[src/prorc_pkg.sv]
`default_nettype none
package prorc_pkg;
  // Time base
  localparam int unsigned CLK_PERIOD_NS = 50;
  localparam int unsigned TICK_PERIOD_NS = 10000000;
  localparam int unsigned TICK_CYCLES = TICK_PERIOD_NS / CLK_PERIOD_NS;
  // Data widths and limits
  localparam int unsigned CNT_W = 20;
  localparam int unsigned TIME_W = 16;
  localparam logic [15:0] TIME_MIN = 16'h0001;
  localparam logic [15:0] TIME_MAX = 16'hea5f;
  localparam logic [19:0] PRESET_MAX = 20'hf423f;
  // Register byte offsets
  localparam logic [7:0] ADDR_CTRL = 8'h00;
  localparam logic [7:0] ADDR_TIME1 = 8'h04;
  localparam logic [7:0] ADDR_TIME2 = 8'h08;
  localparam logic [7:0] ADDR_BTIME = 8'h0c;
  localparam logic [7:0] ADDR_PRE1 = 8'h10;
  localparam logic [7:0] ADDR_PRE2 = 8'h14;
  localparam logic [7:0] ADDR_BPRE = 8'h18;
  localparam logic [7:0] ADDR_CMD = 8'h1c;
  localparam logic [7:0] ADDR_PCNT = 8'h20;
  localparam logic [7:0] ADDR_BCNT = 8'h24;
  localparam logic [7:0] ADDR_TCNT = 8'h28;
  localparam logic [7:0] ADDR_STAT = 8'h2c;
  // Second output termination modes
  typedef enum logic [2:0] {
    TERM_OUT1_START = 3'h1,
    TERM_OUT1_END = 3'h2,
    TERM_MR_START = 3'h3,
    TERM_MR_END = 3'h4,
    TERM_TIMED = 3'h5
  } prorc_term_type;
  // Control register layout
  typedef struct packed {
    logic [2:0] bat_mode;
    logic track;
    logic [2:0] proc_mode;
    logic momentary;
    logic [2:0] act_mode;
    logic o2_rev;
    prorc_term_type o2_term;
  } prorc_ctrl_type;
  localparam int unsigned CTRL_W = 15;
  // Values after reset
  localparam logic [14:0] CTRL_RST = 15'h1113;
  localparam logic [15:0] TIME_RST = 16'h0064;
  localparam logic [19:0] PRE1_RST = 20'h00384;
  localparam logic [19:0] PRE2_RST = 20'h003e8;
  localparam logic [19:0] BPRE_RST = 20'h0000a;
endpackage : prorc_pkg
`default_nettype wire

[src/prorc_top.sv]
`timescale 1ns/1ps
`default_nettype none
//Behaviour
//RULE1 - Timed output one: 0.01 to 599.99 s
//RULE2 - Process manual reset cuts timed output one
//RULE3 - Zero duration refused, old value kept
//RULE4 - Output two fires at preset two or zero
//RULE5 - Process manual reset clears output two
//RULE6 - Reverse phase complements output two
//RULE7 - Mode 1 ends at output one start
//RULE8 - Mode 2 ends at output one end
//RULE9 - Mode 3 latched until reset start
//RULE10 - Mode 4 latched until reset release
//RULE11 - Mode 5 ends when timed duration expires
//RULE12 - Timed output two range, cut by reset
//RULE13 - Actuation selects process, batch, total
//RULE14 - Maintained reset holds; process hold stops counting
//RULE15 - Momentary reset acts once, counting resumes
//RULE16 - Process manual reset loads zero or preset
//RULE17 - Modes 3,4 reload after timed output two
//RULE18 - Modes 5,6 reload at timed start
//RULE19 - Tracking shifts preset one with two
//RULE20 - Tracking plus lockout rejects preset one
//RULE21 - Batch manual reset loads zero or preset
//RULE22 - Batch auto reload at timed end/start
//RULE23 - Output one fires at preset one upward
//RULE24 - Timers count down on 10 ms tick
//RULE25 - Synchronous; manual reset beats activation
module prorc_top
  import prorc_pkg::*;
#(
  parameter int unsigned TICK_DIV = TICK_CYCLES
)(
  input wire logic pclk,
  input wire logic presetn,
  input wire logic psel,
  input wire logic penable,
  input wire logic pwrite,
  input wire logic [7:0] paddr,
  input wire logic [31:0] pwdata,
  output logic [31:0] prdata,
  output logic pready,
  output logic pslverr,
  input wire logic count_pulse,
  input wire logic count_down,
  input wire logic reset_button_n,
  input wire logic reset_terminal_n,
  input wire logic key_enter_n,
  input wire logic key_one_n,
  input wire logic key_two_n,
  input wire logic program_lockout_input_n,
  output logic first_preset_output,
  output logic second_preset_output,
  output logic batch_output
);
  logic [5:0] sync1_reg, sync2_reg, prev_reg;
  logic [31:0] tick_reg, tick_next;
  prorc_ctrl_type ctrl_reg, ctrl_next;
  logic [15:0] len1_reg, len1_next, len2_reg, len2_next, lenb_reg, lenb_next;
  logic [15:0] t1_reg, t1_next, t2_reg, t2_next, tb_reg, tb_next;
  logic [19:0] pre1_reg, pre1_next, pre2_reg, pre2_next, bpre_reg, bpre_next;
  logic [19:0] pcnt_reg, pcnt_next, bcnt_reg, bcnt_next, tcnt_reg, tcnt_next;
  logic o1_reg, o1_next, o2_reg, o2_next, ob_reg, ob_next, entry_reg, entry_next;
  logic o2_out_next;
  logic [31:0] prdata_next;
  logic pready_next, pslverr_next;
  logic tick, acc, wr, rst_lvl, rst_prev, k1, k1_prev, k2, k2_prev, lockout;
  logic proc_sel, bat_sel, tot_sel, mr_start, mr_end, hold, inhibit, step;
  logic proc_mr, proc_mr_start, proc_mr_end, bat_mr, tot_mr, ser_p, ser_b;
  logic [19:0] p_val, b_val, load_val;
  logic o1_hit, o1_start, o1_end, o2_hit, o2_start, t1_exp, t2_exp, tb_exp;
  logic b_down, b_hit, b_step, o2_clr, len_ok;

  // Pin synchronisers; the second stage and its one-cycle delayed copy are read
  always_ff @(posedge pclk or negedge presetn)
  begin
    if (!presetn)
    begin
      sync1_reg <= 6'h00;
      sync2_reg <= 6'h00;
      prev_reg <= 6'h00;
    end
    else
    begin
      sync1_reg <= {~program_lockout_input_n, ~key_two_n, ~key_one_n,
                    ~key_enter_n, ~reset_terminal_n, ~reset_button_n};
      sync2_reg <= sync1_reg;
      prev_reg <= sync2_reg;
    end
  end

  // Decode of operator reset sources
  always_comb
  begin
    rst_lvl = sync2_reg[0] | sync2_reg[1];
    rst_prev = prev_reg[0] | prev_reg[1];
    k1 = sync2_reg[2] & sync2_reg[3];
    k1_prev = prev_reg[2] & prev_reg[3];
    k2 = sync2_reg[2] & sync2_reg[4];
    k2_prev = prev_reg[2] & prev_reg[4];
    lockout = sync2_reg[5];
    acc = psel & penable & pready;
    wr = acc & pwrite;
    ser_p = wr & (paddr == ADDR_CMD) & pwdata[0];
    ser_b = wr & (paddr == ADDR_CMD) & pwdata[1];
    proc_sel = (ctrl_reg.act_mode == 3'h1) || (ctrl_reg.act_mode == 3'h3)
               || (ctrl_reg.act_mode == 3'h4); // RULE13
    bat_sel = (ctrl_reg.act_mode >= 3'h2) && (ctrl_reg.act_mode <= 3'h4); // RULE13
    tot_sel = ctrl_reg.act_mode == 3'h4; // RULE13
    mr_start = rst_lvl & ~rst_prev;
    mr_end = ~rst_lvl & rst_prev;
    hold = rst_lvl & ~ctrl_reg.momentary; // RULE14
    inhibit = hold & proc_sel; // RULE14
    step = count_pulse & ~inhibit; // RULE14
    // One edge in momentary action, the level in maintained action
    proc_mr = (proc_sel & (ctrl_reg.momentary ? mr_start : rst_lvl))
              | (k1 & ~k1_prev) | ser_p; // RULE15 RULE16
    proc_mr_start = (proc_sel & mr_start) | (k1 & ~k1_prev) | ser_p;
    proc_mr_end = (proc_sel & mr_end) | (k1_prev & ~k1) | ser_p;
    bat_mr = (bat_sel & (ctrl_reg.momentary ? mr_start : rst_lvl))
             | (k2 & ~k2_prev) | ser_b; // RULE15 RULE21
    tot_mr = tot_sel & (ctrl_reg.momentary ? mr_start : rst_lvl); // RULE13
  end

  // Hundredth-second tick and output events
  always_comb
  begin
    tick = tick_reg == 32'(TICK_DIV - 1); // RULE24
    tick_next = tick ? 32'h0 : tick_reg + 32'h1;
    p_val = count_down ? pcnt_reg - 20'h1 : pcnt_reg + 20'h1;
    load_val = ctrl_reg.proc_mode[0] ? 20'h0 : pre2_reg; // RULE16
    o1_hit = step & ~count_down & (p_val == pre1_reg); // RULE23
    o1_start = o1_hit & ~proc_mr & ~o1_reg; // RULE25
    t1_exp = o1_reg & tick & (t1_reg == 16'h1);
    o2_hit = step & ((p_val == pre2_reg) | (p_val == 20'h0)); // RULE4
    o2_start = o2_hit & ~proc_mr; // RULE25
    t2_exp = tick & (t2_reg == 16'h1);
    b_down = ~ctrl_reg.bat_mode[0];
    b_val = b_down ? bcnt_reg - 20'h1 : bcnt_reg + 20'h1;
    b_step = o2_start & ~o2_reg;
    b_hit = b_step & (b_down ? (b_val == 20'h0) : (b_val == bpre_reg));
    tb_exp = tick & (tb_reg == 16'h1);
    o2_clr = (ctrl_reg.o2_term == TERM_MR_END) ? proc_mr_end : proc_mr; // RULE5 RULE10
  end

  // Output state, timers and counters
  always_comb
  begin
    o1_next = o1_reg;
    t1_next = t1_reg;
    if (proc_mr)
    begin
      o1_next = 1'b0; // RULE2
      t1_next = 16'h0; // RULE2
    end
    else if (o1_start)
    begin
      o1_next = 1'b1;
      t1_next = len1_reg; // RULE1 RULE24
    end
    else if (t1_exp)
      o1_next = 1'b0;
    else if (tick && t1_reg != 16'h0)
      t1_next = t1_reg - 16'h1; // RULE24
    o1_end = o1_reg & ~o1_next;
    o2_next = o2_reg;
    if (o2_clr)
      o2_next = 1'b0; // RULE5 RULE9
    else if (o2_start)
      o2_next = 1'b1; // RULE4
    else
    begin
      unique case (ctrl_reg.o2_term)
        TERM_OUT1_START: if (o1_start) o2_next = 1'b0; // RULE7
        TERM_OUT1_END: if (o1_end) o2_next = 1'b0; // RULE8
        TERM_MR_START: o2_next = o2_reg; // RULE9
        TERM_MR_END: o2_next = o2_reg; // RULE10
        TERM_TIMED: if (t2_exp) o2_next = 1'b0; // RULE11
        default: o2_next = o2_reg;
      endcase
    end
    o2_out_next = o2_next ^ ctrl_reg.o2_rev; // RULE6
    t2_next = t2_reg;
    if (proc_mr)
      t2_next = 16'h0; // RULE12
    else if (o2_start)
      t2_next = len2_reg; // RULE12 RULE24
    else if (tick && t2_reg != 16'h0)
      t2_next = t2_reg - 16'h1; // RULE24
    // Process counter with manual and automatic reloads
    pcnt_next = pcnt_reg;
    if (proc_mr)
      pcnt_next = load_val; // RULE16 RULE25
    else if (ctrl_reg.proc_mode == 3'h5 && o2_hit && p_val == pre2_reg)
      pcnt_next = 20'h0; // RULE18
    else if (ctrl_reg.proc_mode == 3'h6 && o2_hit && p_val == 20'h0)
      pcnt_next = pre2_reg; // RULE18
    else if ((ctrl_reg.proc_mode == 3'h3 || ctrl_reg.proc_mode == 3'h4) && t2_exp)
      pcnt_next = load_val; // RULE17
    else if (step)
      pcnt_next = p_val;
    // Batch counter and its timed output
    bcnt_next = bcnt_reg;
    if (bat_mr)
      bcnt_next = ctrl_reg.bat_mode[0] ? 20'h0 : bpre_reg; // RULE21
    else if (ctrl_reg.bat_mode == 3'h5 && b_hit)
      bcnt_next = 20'h0; // RULE22
    else if (ctrl_reg.bat_mode == 3'h6 && b_hit)
      bcnt_next = bpre_reg; // RULE22
    else if ((ctrl_reg.bat_mode == 3'h3 || ctrl_reg.bat_mode == 3'h4) && tb_exp && ob_reg)
      bcnt_next = ctrl_reg.bat_mode[0] ? 20'h0 : bpre_reg; // RULE22
    else if (b_step && !inhibit)
      bcnt_next = b_val;
    ob_next = ob_reg;
    tb_next = tb_reg;
    if (bat_mr)
    begin
      ob_next = 1'b0;
      tb_next = 16'h0;
    end
    else if (b_hit)
    begin
      ob_next = 1'b1;
      tb_next = lenb_reg; // RULE24
    end
    else if (tb_exp)
    begin
      ob_next = 1'b0;
      tb_next = 16'h0;
    end
    else if (tick && tb_reg != 16'h0)
      tb_next = tb_reg - 16'h1; // RULE24
    tcnt_next = tot_mr ? 20'h0 : (step ? tcnt_reg + 20'h1 : tcnt_reg); // RULE13 RULE14
  end

  // Register writes and read answer
  always_comb
  begin
    ctrl_next = ctrl_reg;
    len1_next = len1_reg;
    len2_next = len2_reg;
    lenb_next = lenb_reg;
    pre1_next = pre1_reg;
    pre2_next = pre2_reg;
    bpre_next = bpre_reg;
    entry_next = entry_reg;
    len_ok = (pwdata[15:0] >= TIME_MIN) && (pwdata[15:0] <= TIME_MAX); // RULE1 RULE3
    if (wr)
    begin
      unique case (paddr)
        ADDR_CTRL: ctrl_next = prorc_ctrl_type'(pwdata[CTRL_W-1:0]);
        ADDR_TIME1: if (len_ok) len1_next = pwdata[15:0]; // RULE3
        ADDR_TIME2: if (len_ok) len2_next = pwdata[15:0]; // RULE3 RULE12
        ADDR_BTIME: if (len_ok) lenb_next = pwdata[15:0]; // RULE3
        ADDR_PRE1: if (!(ctrl_reg.track && lockout) && pwdata[19:0] <= PRESET_MAX)
            pre1_next = pwdata[19:0]; // RULE20
        ADDR_PRE2:
          if (pwdata[19:0] <= PRESET_MAX)
          begin
            pre2_next = pwdata[19:0];
            if (ctrl_reg.track)
              pre1_next = pre1_reg + pwdata[19:0] - pre2_reg; // RULE19
          end
        ADDR_BPRE: if (pwdata[19:0] <= PRESET_MAX) bpre_next = pwdata[19:0];
        default: ctrl_next = ctrl_reg;
      endcase
      if (paddr == ADDR_TIME1 || paddr == ADDR_TIME2 || paddr == ADDR_BTIME)
        entry_next = ~len_ok; // RULE3
    end
    pready_next = psel & penable & ~pready;
    prdata_next = prdata;
    pslverr_next = 1'b0;
    if (psel && penable && !pready)
    begin
      unique case (paddr)
        ADDR_CTRL: prdata_next = {17'h0, ctrl_reg};
        ADDR_TIME1: prdata_next = {16'h0, len1_reg};
        ADDR_TIME2: prdata_next = {16'h0, len2_reg};
        ADDR_BTIME: prdata_next = {16'h0, lenb_reg};
        ADDR_PRE1: prdata_next = {12'h0, pre1_reg};
        ADDR_PRE2: prdata_next = {12'h0, pre2_reg};
        ADDR_BPRE: prdata_next = {12'h0, bpre_reg};
        ADDR_CMD: prdata_next = 32'h0;
        ADDR_PCNT: prdata_next = {12'h0, pcnt_reg};
        ADDR_BCNT: prdata_next = {12'h0, bcnt_reg};
        ADDR_TCNT: prdata_next = {12'h0, tcnt_reg};
        ADDR_STAT: prdata_next = {27'h0, inhibit, entry_reg, ob_reg, o2_reg, o1_reg};
        default:
        begin
          prdata_next = 32'h0;
          pslverr_next = 1'b1;
        end
      endcase
    end
  end

  // State registers
  always_ff @(posedge pclk or negedge presetn)
  begin
    if (!presetn)
    begin
      tick_reg <= 32'h0;
      ctrl_reg <= prorc_ctrl_type'(CTRL_RST);
      len1_reg <= TIME_RST;
      len2_reg <= TIME_RST;
      lenb_reg <= TIME_RST;
      t1_reg <= 16'h0;
      t2_reg <= 16'h0;
      tb_reg <= 16'h0;
      pre1_reg <= PRE1_RST;
      pre2_reg <= PRE2_RST;
      bpre_reg <= BPRE_RST;
      pcnt_reg <= 20'h0;
      bcnt_reg <= 20'h0;
      tcnt_reg <= 20'h0;
      o1_reg <= 1'b0;
      o2_reg <= 1'b0;
      ob_reg <= 1'b0;
      entry_reg <= 1'b0;
      second_preset_output <= 1'b0;
      prdata <= 32'h0;
      pready <= 1'b0;
      pslverr <= 1'b0;
    end
    else
    begin
      tick_reg <= tick_next;
      ctrl_reg <= ctrl_next;
      len1_reg <= len1_next;
      len2_reg <= len2_next;
      lenb_reg <= lenb_next;
      t1_reg <= t1_next;
      t2_reg <= t2_next;
      tb_reg <= tb_next;
      pre1_reg <= pre1_next;
      pre2_reg <= pre2_next;
      bpre_reg <= bpre_next;
      pcnt_reg <= pcnt_next;
      bcnt_reg <= bcnt_next;
      tcnt_reg <= tcnt_next;
      o1_reg <= o1_next;
      o2_reg <= o2_next;
      ob_reg <= ob_next;
      entry_reg <= entry_next;
      second_preset_output <= o2_out_next;
      prdata <= prdata_next;
      pready <= pready_next;
      pslverr <= pslverr_next;
    end
  end

  assign first_preset_output = o1_reg;
  assign batch_output = ob_reg;

  logic [19:0] pre_gap;
  assign pre_gap = pre2_reg - pre1_reg;
endmodule : prorc_top
`default_nettype wire
[config.mk]
export PLATFORM = sky130hd
export DESIGN_NAME = prorc_top
export DESIGN_NICKNAME = d
export VERILOG_FILES = /design/src/prorc_pkg.sv /design/src/prorc_top.sv
export SDC_FILE = /design/constraint.sdc
export NUM_CORES = 1
export LEC_CHECK = 0
export ABC_AREA = 0
export BUFFER_PORTS_ARGS = -buffer_cell sky130_fd_sc_hd__buf_2
export CAP_MARGIN = 0
export CELL_PAD_IN_SITES_DETAIL_PLACEMENT = 2
export CELL_PAD_IN_SITES_GLOBAL_PLACEMENT = 2
export CORE_UTILIZATION = 43
export DETAILED_ROUTE_END_ITERATION = 7
export PLACE_DENSITY = 0.94
export REMOVE_ABC_BUFFERS = 1
export SYNTH_ARGS = -nofsm -noshare
export SYNTH_HDL_FRONTEND = slang
export SYNTH_SLANG_ARGS = --single-unit
[constraint.sdc]
create_clock -name pclk -period 9.95 [get_ports pclk]
set_input_delay 1.99 -clock pclk [delete_from_list [all_inputs] [get_ports pclk]]
set_output_delay 1.99 -clock pclk [all_outputs]
set_load 0.01 [all_outputs]
### Word level (Yosys, flattened, before mapping)

Cells that the tools add are included.

* bits in registers: 319
* output and inout bits: 37
* logic and storage cells: 252

* add/sub/neg operators: 11
* $lt $le $gt $ge: 5
* equality and inequality tests: 37
* mux-type cells: 50
* bitwise operators: 66
* reduce and logical (&&, ||, !) cells: 52

Operator list (number)
* 20-bit two-way mux: 19
* 20-bit case mux with 11 select lines: 1
* 16-bit two-way mux: 11
* 20-bit by 1-bit adder with 20-bit output (second input constant): 3
* 20-bit == test: 3
* 16-bit by 1-bit == test with 1-bit output (second input constant): 3
* 16-bit nonzero test: 3
* 16-bit by 1-bit subtractor with 16-bit output (second input constant): 3
* 20-bit logical NOT: 2
* 20-bit case mux with 2 select lines: 1
* 20-bit by 1-bit subtractor with 20-bit output (second input constant): 2
* 1-bit AND: 36
* 32-bit by 1-bit adder with 32-bit output (second input constant): 1
* 32-bit by 18-bit == test with 1-bit output (second input constant): 1
* 8-bit by 5-bit == test with 1-bit output (second input constant): 4
* 8-bit by 6-bit == test with 1-bit output (second input constant): 4
* 32-bit two-way mux: 1
* 3-bit == test (second input constant): 9
* 20-bit adder: 1
* 20-bit less-or-equal comparator (second input constant): 1
* 1-bit inverter: 20
* 20-bit subtractor: 1
* 1-bit logical AND: 19
* 8-bit by 4-bit == test with 1-bit output (second input constant): 2
* other kinds (24): 70

### Longest topological paths before layout

Gate-level depths: netlist of run 1.

* depth in word-level cells: 19
* gate-level depth with buffers: 18

### Least setup slack after synthesis of run 1

OpenSTA, ideal clock, no wires.

* path kind: input to register
* start: input port count_down
* end: register bcnt_reg[14]
* data arrival time: 5.391 ns
* data required time: 9.824 ns
* path slack: 4.433 ns
* stages on the path: 14
* path buffers: 1
* path through: inv_1 fa_1 nor2b_1 o221a_2 o221ai_2 a21oi_1 a211oi_1 or3_1 or4_1 nor3b_2 nor2_1 clkbuf_1 and3_1 a221o_1

* cells in the longest elaborated chain, start to end: 11
* elaborated cells on any way between the ends: 15

Ends and longest elaborated chain
* from (decl): line prorc_top.sv:45 `input wire logic count_down,`
* 20-bit two-way mux (*): line prorc_top.sv:130 `p_val = count_down ? pcnt_reg - 20'h1 : pcnt_reg + 20'h1;`
* 20-bit == test / 20-bit logical NOT (equally long branches): line prorc_top.sv:135 `o2_hit = step & ((p_val == pre2_reg) | (p_val == 20'h0));`
* 1-bit bitwise OR (*): line prorc_top.sv:135
* 1-bit AND (*): line prorc_top.sv:135
* 1-bit AND (*): line prorc_top.sv:136 `o2_start = o2_hit & ~proc_mr;`
* 1-bit AND (*): line prorc_top.sv:140 `b_step = o2_start & ~o2_reg;`
* 1-bit AND: line prorc_top.sv:141 `b_hit = b_step & (b_down ? (b_val == 20'h0) : (b_val == bpre_reg));`
* 1-bit logical AND: line prorc_top.sv:208 `else if (ctrl_reg.bat_mode == 3'h6 && b_hit)`
* 20-bit two-way mux: line prorc_top.sv:208
* 20-bit two-way mux: line prorc_top.sv:206 `else if (ctrl_reg.bat_mode == 3'h5 && b_hit)`
* 20-bit two-way mux: line prorc_top.sv:204 `if (bat_mr)`
* to (signal assigned): line prorc_top.sv:339 `bcnt_reg <= bcnt_next;`
* to (decl): line prorc_top.sv:62 `logic [19:0] pcnt_reg, pcnt_next, bcnt_reg, bcnt_next, tcnt_reg, tcnt_next;`

Mark *: on every way between the ends. The rest lies on a longest branch, timed or not.
A chain may end at the register's enable or synchronous reset.

### Worst setup path in the final report of run 1

* start: input port count_down
* end: register second_preset_output

* cells in the longest elaborated chain, start to end: 14
* elaborated cells on any way between the ends: 22

Ends and longest elaborated chain
* 20-bit two-way mux / 1-bit inverter (equally long branches): line prorc_top.sv:130, prorc_top.sv:132
* 20-bit == test / 1-bit AND (equally long branches): line prorc_top.sv:132 `o1_hit = step & ~count_down & (p_val == pre1_reg);`
* 1-bit AND: line prorc_top.sv:132
* 1-bit AND (2 in series): line prorc_top.sv:133 `o1_start = o1_hit & ~proc_mr & ~o1_reg;`
* 1-bit two-way mux: line prorc_top.sv:156 `else if (o1_start)`
* 1-bit two-way mux: line prorc_top.sv:151 `if (proc_mr)`
* 1-bit inverter: line prorc_top.sv:165 `o1_end = o1_reg & ~o1_next;`
* 1-bit AND: line prorc_top.sv:165
* 1-bit two-way mux: line prorc_top.sv:175 `TERM_OUT1_END: if (o1_end) o2_next = 1'b0;`
* 1-bit case mux with 3 select lines: line prorc_top.sv:173 `unique case (ctrl_reg.o2_term)`
* 1-bit two-way mux (*): line prorc_top.sv:169 `else if (o2_start)`
* 1-bit two-way mux (*): line prorc_top.sv:167 `if (o2_clr)`
* 1-bit XOR (*): line prorc_top.sv:182 `o2_out_next = o2_next ^ ctrl_reg.o2_rev;`
* via o2_out_next: line prorc_top.sv:64 `logic o2_out_next;`
* to (signal assigned): line prorc_top.sv:345 `second_preset_output <= o2_out_next;`
* to (decl): line prorc_top.sv:53 `output logic second_preset_output,`

The timed path passes the listed nets; every way through them passes the cells marked *.

==> results of run 1 <==
-- cell families (layout without fill, tap and decap cells) --
kind of cell / count (synthesis) / in the layout / share of synthesized area
buf+inv: 269 / 293 / 0.0520
simple gates: 873 / 873 / 0.209
mux: 72 / 72 / 0.0366
other cells: 1 / 18 / 0.000178
fa+ha+maj: 87 / 87 / 0.0593
flops: 307 / 307 / 0.367
xor+xnor: 153 / 153 / 0.0651
compound gates: 640 / 640 / 0.211
-- Yosys cell counts (21+ instances only) --
| cell | count |
|---|---|
| a211oi_1 | 42 |
| a21o_1 | 27 |
| a21oi_1 | 80 |
| a221oi_1 | 27 |
| a22oi_1 | 92 |
| a31oi_1 | 28 |
| and3_1 | 54 |
| clkbuf_1 | 102 |
| dfrtp_1 | 281 |
| dfstp_2 | 26 |
| fa_1 | 21 |
| ha_1 | 66 |
| inv_1 | 126 |
| mux2_2 | 38 |
| mux2i_1 | 34 |
| nand2_1 | 211 |
| nand3_1 | 67 |
| nand4_1 | 50 |
| nor2_1 | 210 |
| nor3_1 | 76 |
| nor4_1 | 44 |
| o21ai_0 | 152 |
| or2_2 | 21 |
| or3_1 | 35 |
| xnor2_1 | 84 |
| xor2_1 | 67 |
-- power by group --
group	total, mW	switching [mW]	internal (mW)
Clock	1.49	0.655	0.836
Sequential	1.47	0.146	1.32
Combinational	1.76	1.19	0.567
Total	4.72	1.99	2.73
-- final cells by class --
cell class / count / share of cell area
antenna: 6 / 0.000650
clock buffer: 56 / 0.0480
clock inverter: 15 / 0.00704
inverter: 127 / 0.0206
multi-input combinational: 1837 / 0.532
sequential: 307 / 0.334
tap: 615 / 0.0333
timing repair buffer: 95 / 0.0243
-- stage by stage --
stage	std cells	power [mW]	util	hold WS, ns
finish	3058	4.72	0.482	0.351
global route	3052	4.83	0.482	0.368
CTS	3052	4.62	0.482	0.351
detailed placement	2981	3.06	0.455	0.341
global placement	2981	2.94	0.455	0.337
floorplan	2271	2.48	-	0.331
-- routing by layer --
metal,share of wire,global-route usage
met5,0.00012,0
met4,0.079,0.293
met3,0.10,0.127
met2,0.46,0.679
met1,0.37,0.501
-- final timing paths --
check | from | to | slack [ns] | depth (start not counted)
min in group asynchronous | presetn | tick_reg[21] | 1.45 | 1
max reg2reg | ctrl_reg[12] | bcnt_reg[3] | 3.33 | 13
max | count_down | second_preset_output | 2.49 | 14
max in group asynchronous | presetn | tcnt_reg[11] | 6.78 | 2
min reg2reg | sync1_reg[3] | sync2_reg[3] | 0.35 | 0
min | sync1_reg[3] | sync2_reg[3] | 0.35 | 0
==> results.sh, run 1 <==
export IMPL_max_stage_delay_ns=1.17
export IMPL_p_leak_nw=10.4
export IMPL_die_x_um=223
export IMPL_seq_area_frac_synth=0.367
export IMPL_die_area_um2=49800
export IMPL_cts_hold_fix_buffers=0
export IMPL_report_final_slew_viol_count=0
export IMPL_fillers=5091
export IMPL_vias=22100
export IMPL_post_cts_buffers=0
export IMPL_cts_sinks=307
export IMPL_required_ns=10.40
export IMPL_power_density_nw_per_um2=204
export IMPL_final_common_cell="dfrtp_1"
export IMPL_synth_seq_cells=307
export IMPL_cts_path_max_buffers=3
export IMPL_clk_latency_ns=0.62
export IMPL_rsz0062_at_grt="false"
export IMPL_place_gp_congestion=0.948
export IMPL_grt_max_degree=107
export IMPL_io_pin_count=90
export IMPL_antenna_found_initial=2
export IMPL_synth_top_area_share=0.335
export IMPL_cts_max_level=2
export IMPL_path_cells="buf_2, inv_1, fa_1, nor2b_1, o221a_2, o221ai_2, a211oi_2, xnor2_1, nor4_1, nand4_1, nand4bb_1, or4_1, o31a_1, o311ai_1"
export IMPL_track_usage=0.429
export IMPL_max_vdd_ir_drop_v=0.000124
export IMPL_synthArstFlopShare=1.00
export IMPL_gr_total_overflow=0
export IMPL_stdcell_area_um2=23100
export IMPL_critPathKind="in -> reg"
export IMPL_finalSetupViolations=0
export IMPL_post_place_ws_ns=2.33
export IMPL_wire_per_inst_um=34.8
export IMPL_rows=80
export IMPL_start_util=0.438
export IMPL_postPlaceCellArea_um2=21800
export IMPL_grt_pass1_wl_um=160000
export IMPL_finalCriticalPeriod_ns=7.46
export IMPL_multiInputGateArea_um2=12300
export IMPL_worstPathMaxFanout=28
export IMPL_finalWorstSetupSlack_ns=2.49
export IMPL_drt_iter0_drc=2592
export IMPL_setup_tns_ns=0
export IMPL_clock_root_buffer="clkbuf_16"
export IMPL_dp_hpwl_um=69400
export IMPL_tightest_slew_ns=1.45
export IMPL_area_delta_synth_final_pct=9.97
export IMPL_fin_crit_sh=0.750
export IMPL_hp_class="reg -> reg"
export IMPL_drc=0
export IMPL_start_kind="primary input"
export IMPL_avgSynthCellArea_um2=8.75
export IMPL_timing_fmax_ghz=0.134
export IMPL_hold_viol=0
export IMPL_core_area_um2=47900
export IMPL_drtPass1Iterations=6
export IMPL_regArea_um2=7710
export IMPL_portBuffers=65
export IMPL_die_h_um=223
export IMPL_synth_warnings=0
export IMPL_grt_pass1_vias=24100
export IMPL_cts_tree="yes"
export IMPL_clk_pin_slew_ns=0.06
export IMPL_path_buf_inv=2
export IMPL_cp_slowest_cell="or4_1"
export IMPL_cp_data_arrival_time_ns=7.91
export IMPL_largest_reg_flops=32
export IMPL_wirelength_um=106000
export IMPL_yosys_top_cells_area="dfrtp_1 33%, ha_1 3.9%, nand2_1 3.8%, nor2_1 3.8%, o21ai_0 3.6%"
export IMPL_synth_distinct_cells=94
export IMPL_yosysTopAreaCell="dfrtp_1"
export IMPL_cts_made_buffers=39
export IMPL_drtAntennaViolNets=0
export IMPL_post_cts_resized=0
export IMPL_slew_headroom=0.0302
export IMPL_finalClockSkew_ns=0.0452
export IMPL_viasPerCell=7.23
export IMPL_synth_edf_count=0
export IMPL_drive_above_1_share=0.113
export IMPL_synth_flop_cell="dfrtp_1"
export IMPL_critPathCaptureType="register"
export IMPL_status="complete, no violations"
export IMPL_mostFrequentLayoutCells="281 x dfrtp_1, 211 x nand2_1, 207 x nor2_1"
export IMPL_netlist_area_um2=21000
export IMPL_synthesis_instances=2402
export IMPL_fin_nets=2547
export IMPL_critPathTopFamily="simple AND/OR/NAND/NOR gates"
export IMPL_drv_cap=0
No activity file was read; power rests on OpenSTA's default activity.
==> inputs of run 2 (changes only) <==
--- a/config.mk
+++ b/config.mk
@@ -10,9 +10,9 @@
 export CAP_MARGIN = 0
 export CELL_PAD_IN_SITES_DETAIL_PLACEMENT = 2
 export CELL_PAD_IN_SITES_GLOBAL_PLACEMENT = 2
-export CORE_UTILIZATION = 43
+export CORE_UTILIZATION = 36
 export DETAILED_ROUTE_END_ITERATION = 7
-export PLACE_DENSITY = 0.94
+export PLACE_DENSITY = 0.85
 export REMOVE_ABC_BUFFERS = 1
 export SYNTH_ARGS = -nofsm -noshare
 export SYNTH_HDL_FRONTEND = slang
==> constraint.sdc (replaced) <==
create_clock -name pclk -period 6.3 [get_ports pclk]
set_input_delay 1.26 -clock pclk [delete_from_list [all_inputs] [get_ports pclk]]
set_output_delay 1.26 -clock pclk [all_outputs]
set_load 0.01 [all_outputs]
==> results.sh, run 2 (same netlist as run 1, synthesis figures left out) <==
export IMPL_grt_pass1_vias=22600
export IMPL_start_kind="primary input"
export IMPL_drc=0
export IMPL_cts_hold_fix_buffers=0
export IMPL_post_cts_resized=0
export IMPL_diodes=0
export IMPL_required_ns=6.81
export IMPL_clk_latency_ns=0.60
export IMPL_setup_tns_ns=0
export IMPL_finalCriticalPeriod_ns=5.97
export IMPL_cp_data_arrival_time_ns=6.47
export IMPL_place_gp_congestion=0.966
export IMPL_max_vdd_ir_drop_v=0.000203
export IMPL_fin_util=0.408
export IMPL_wire_per_inst_um=28.8
export IMPL_dp_hpwl_um=68100
export IMPL_finalClockSkew_ns=0.0201
export IMPL_area_delta_synth_final_pct=12.0
export IMPL_cts_sinks=307
export IMPL_mostFrequentLayoutCells="281 x dfrtp_1, 211 x nand2_1, 207 x nor2_1"
export IMPL_hp_class="reg -> reg"
export IMPL_clock_root_buffer="clkbuf_16"
export IMPL_cts_made_buffers=38
export IMPL_fin_crit_sh=0.947
export IMPL_finalSetupViolations=0
export IMPL_power_total_mw=7.28
export IMPL_io_pin_count=90
export IMPL_cts_max_level=2
export IMPL_drt_iter0_drc=1799
export IMPL_wirelength_um=93200
export IMPL_critPathCaptureType="register"
export IMPL_grt_pass1_wl_um=142000
export IMPL_worstReg2RegStart="ctrl_reg[12]"
export IMPL_timing_fmax_ghz=0.168
export IMPL_cts_tree="yes"
export IMPL_core_area_um2=57700
export IMPL_final_instance_count_excl_fill=3232
export IMPL_fillers=6433
export IMPL_worstPathMaxFanout=21
export IMPL_portBuffers=65
export IMPL_largest_reg_flops=32
export IMPL_drv_cap=0
export IMPL_die_x_um=244
export IMPL_start_util=0.364
export IMPL_hold_viol=0
export IMPL_drive_above_1_share=0.125
export IMPL_clk_pin_slew_ns=0.06
export IMPL_drtPass1Iterations=5
export IMPL_rsz0062_at_grt="false"
export IMPL_die_area_um2=59300
export IMPL_post_cts_buffers=0
export IMPL_final_common_cell="dfrtp_1"
export IMPL_report_final_slew_viol_count=0
export IMPL_die_h_um=244
export IMPL_min_delay_start="sync1_reg[3]"
export IMPL_p_leak_nw=10.5
export IMPL_dp_cells=3162
export IMPL_status="complete, no violations"
export IMPL_antenna_found_initial=3
export IMPL_slew_headroom=0.122
export IMPL_rrSetupSlack_ns=0.66
export IMPL_vias=20800
export IMPL_drtAntennaViolNets=0
export IMPL_grt_max_degree=147
export IMPL_viasPerCell=6.42
export IMPL_power_density_nw_per_um2=309
export IMPL_rows=88
export IMPL_gr_total_overflow=0
export IMPL_tightest_slew_ns=1.31
export IMPL_startpoint="count_down"
export IMPL_critPathKind="in -> reg"
export IMPL_cts_path_max_buffers=3
export IMPL_track_usage=0.313
export IMPL_fin_hold_ws_ns=0.349
export IMPL_fin_nets=2577
run 2: per-stage QoR:
stage          setup WS [ns]  cell area, um^2
2_1_floorplan           1.17            20400
3_3_place_gp           0.168            22200
3_5_place_dp         -0.0141            22200
4_1_cts                0.512            23500
5_1_grt                0.195            23500
6_report               0.334            23500
run 2: layout make-up:
type / instances / area (um^2) / area share
sequential: 307 / 7710 / 0.328
timing repair buffer: 126 / 806 / 0.0342
multi-input combinational: 1837 / 12300 / 0.522
clock buffer: 55 / 1120 / 0.0474
clock inverter: 15 / 181 / 0.00771
inverter: 127 / 477 / 0.0202
tap: 765 / 957 / 0.0407
run 2: layer usage:
metal | up-vias | wire (um) | global-route usage | share of wire
met1 | 10700 | 37300 | 0.396 | 0.40
met4 | 0 | 5060 | 0.159 | 0.054
met2 | 909 | 43600 | 0.511 | 0.47
met3 | 273 | 7210 | 0.0566 | 0.077
met5 | - | 0 | 0 | 0
li1 | 8850 | - | - | -
run 2: report_power, final:
part / leakage [nW] / internal (mW) / switching (mW)
logic: 5.94 / 0.947 / 1.67
clock network: 0.636 / 1.37 / 0.998
registers: 3.96 / 2.09 / 0.198
run 2: worst max-delay path, cell delays in order:
cell,delay [ns]
buf_2,0.41
inv_1,0.13
fa_1,0.47
nor2b_1,0.23
o221a_2,0.31
o221ai_2,0.21
a21oi_1,0.31
o21ai_0,0.15
mux2i_1,0.66
xnor2_1,0.38
or3_1,0.49
nor3_1,0.73
buf_4,0.31
nor2_1,0.15
a32oi_1,0.25
run 2: final timing paths:
| path | cells after the start | to |
|---|---|---|
| setup / recovery | 15 | t2_reg[1] |
| min in group asynchronous | 1 | tick_reg[28] |
| max in group asynchronous | 2 | pre1_reg[16] |
| hold / removal | 0 | sync2_reg[3] |
| hold reg to reg | 0 | sync2_reg[3] |
| setup reg to reg | 15 | bcnt_reg[9] |
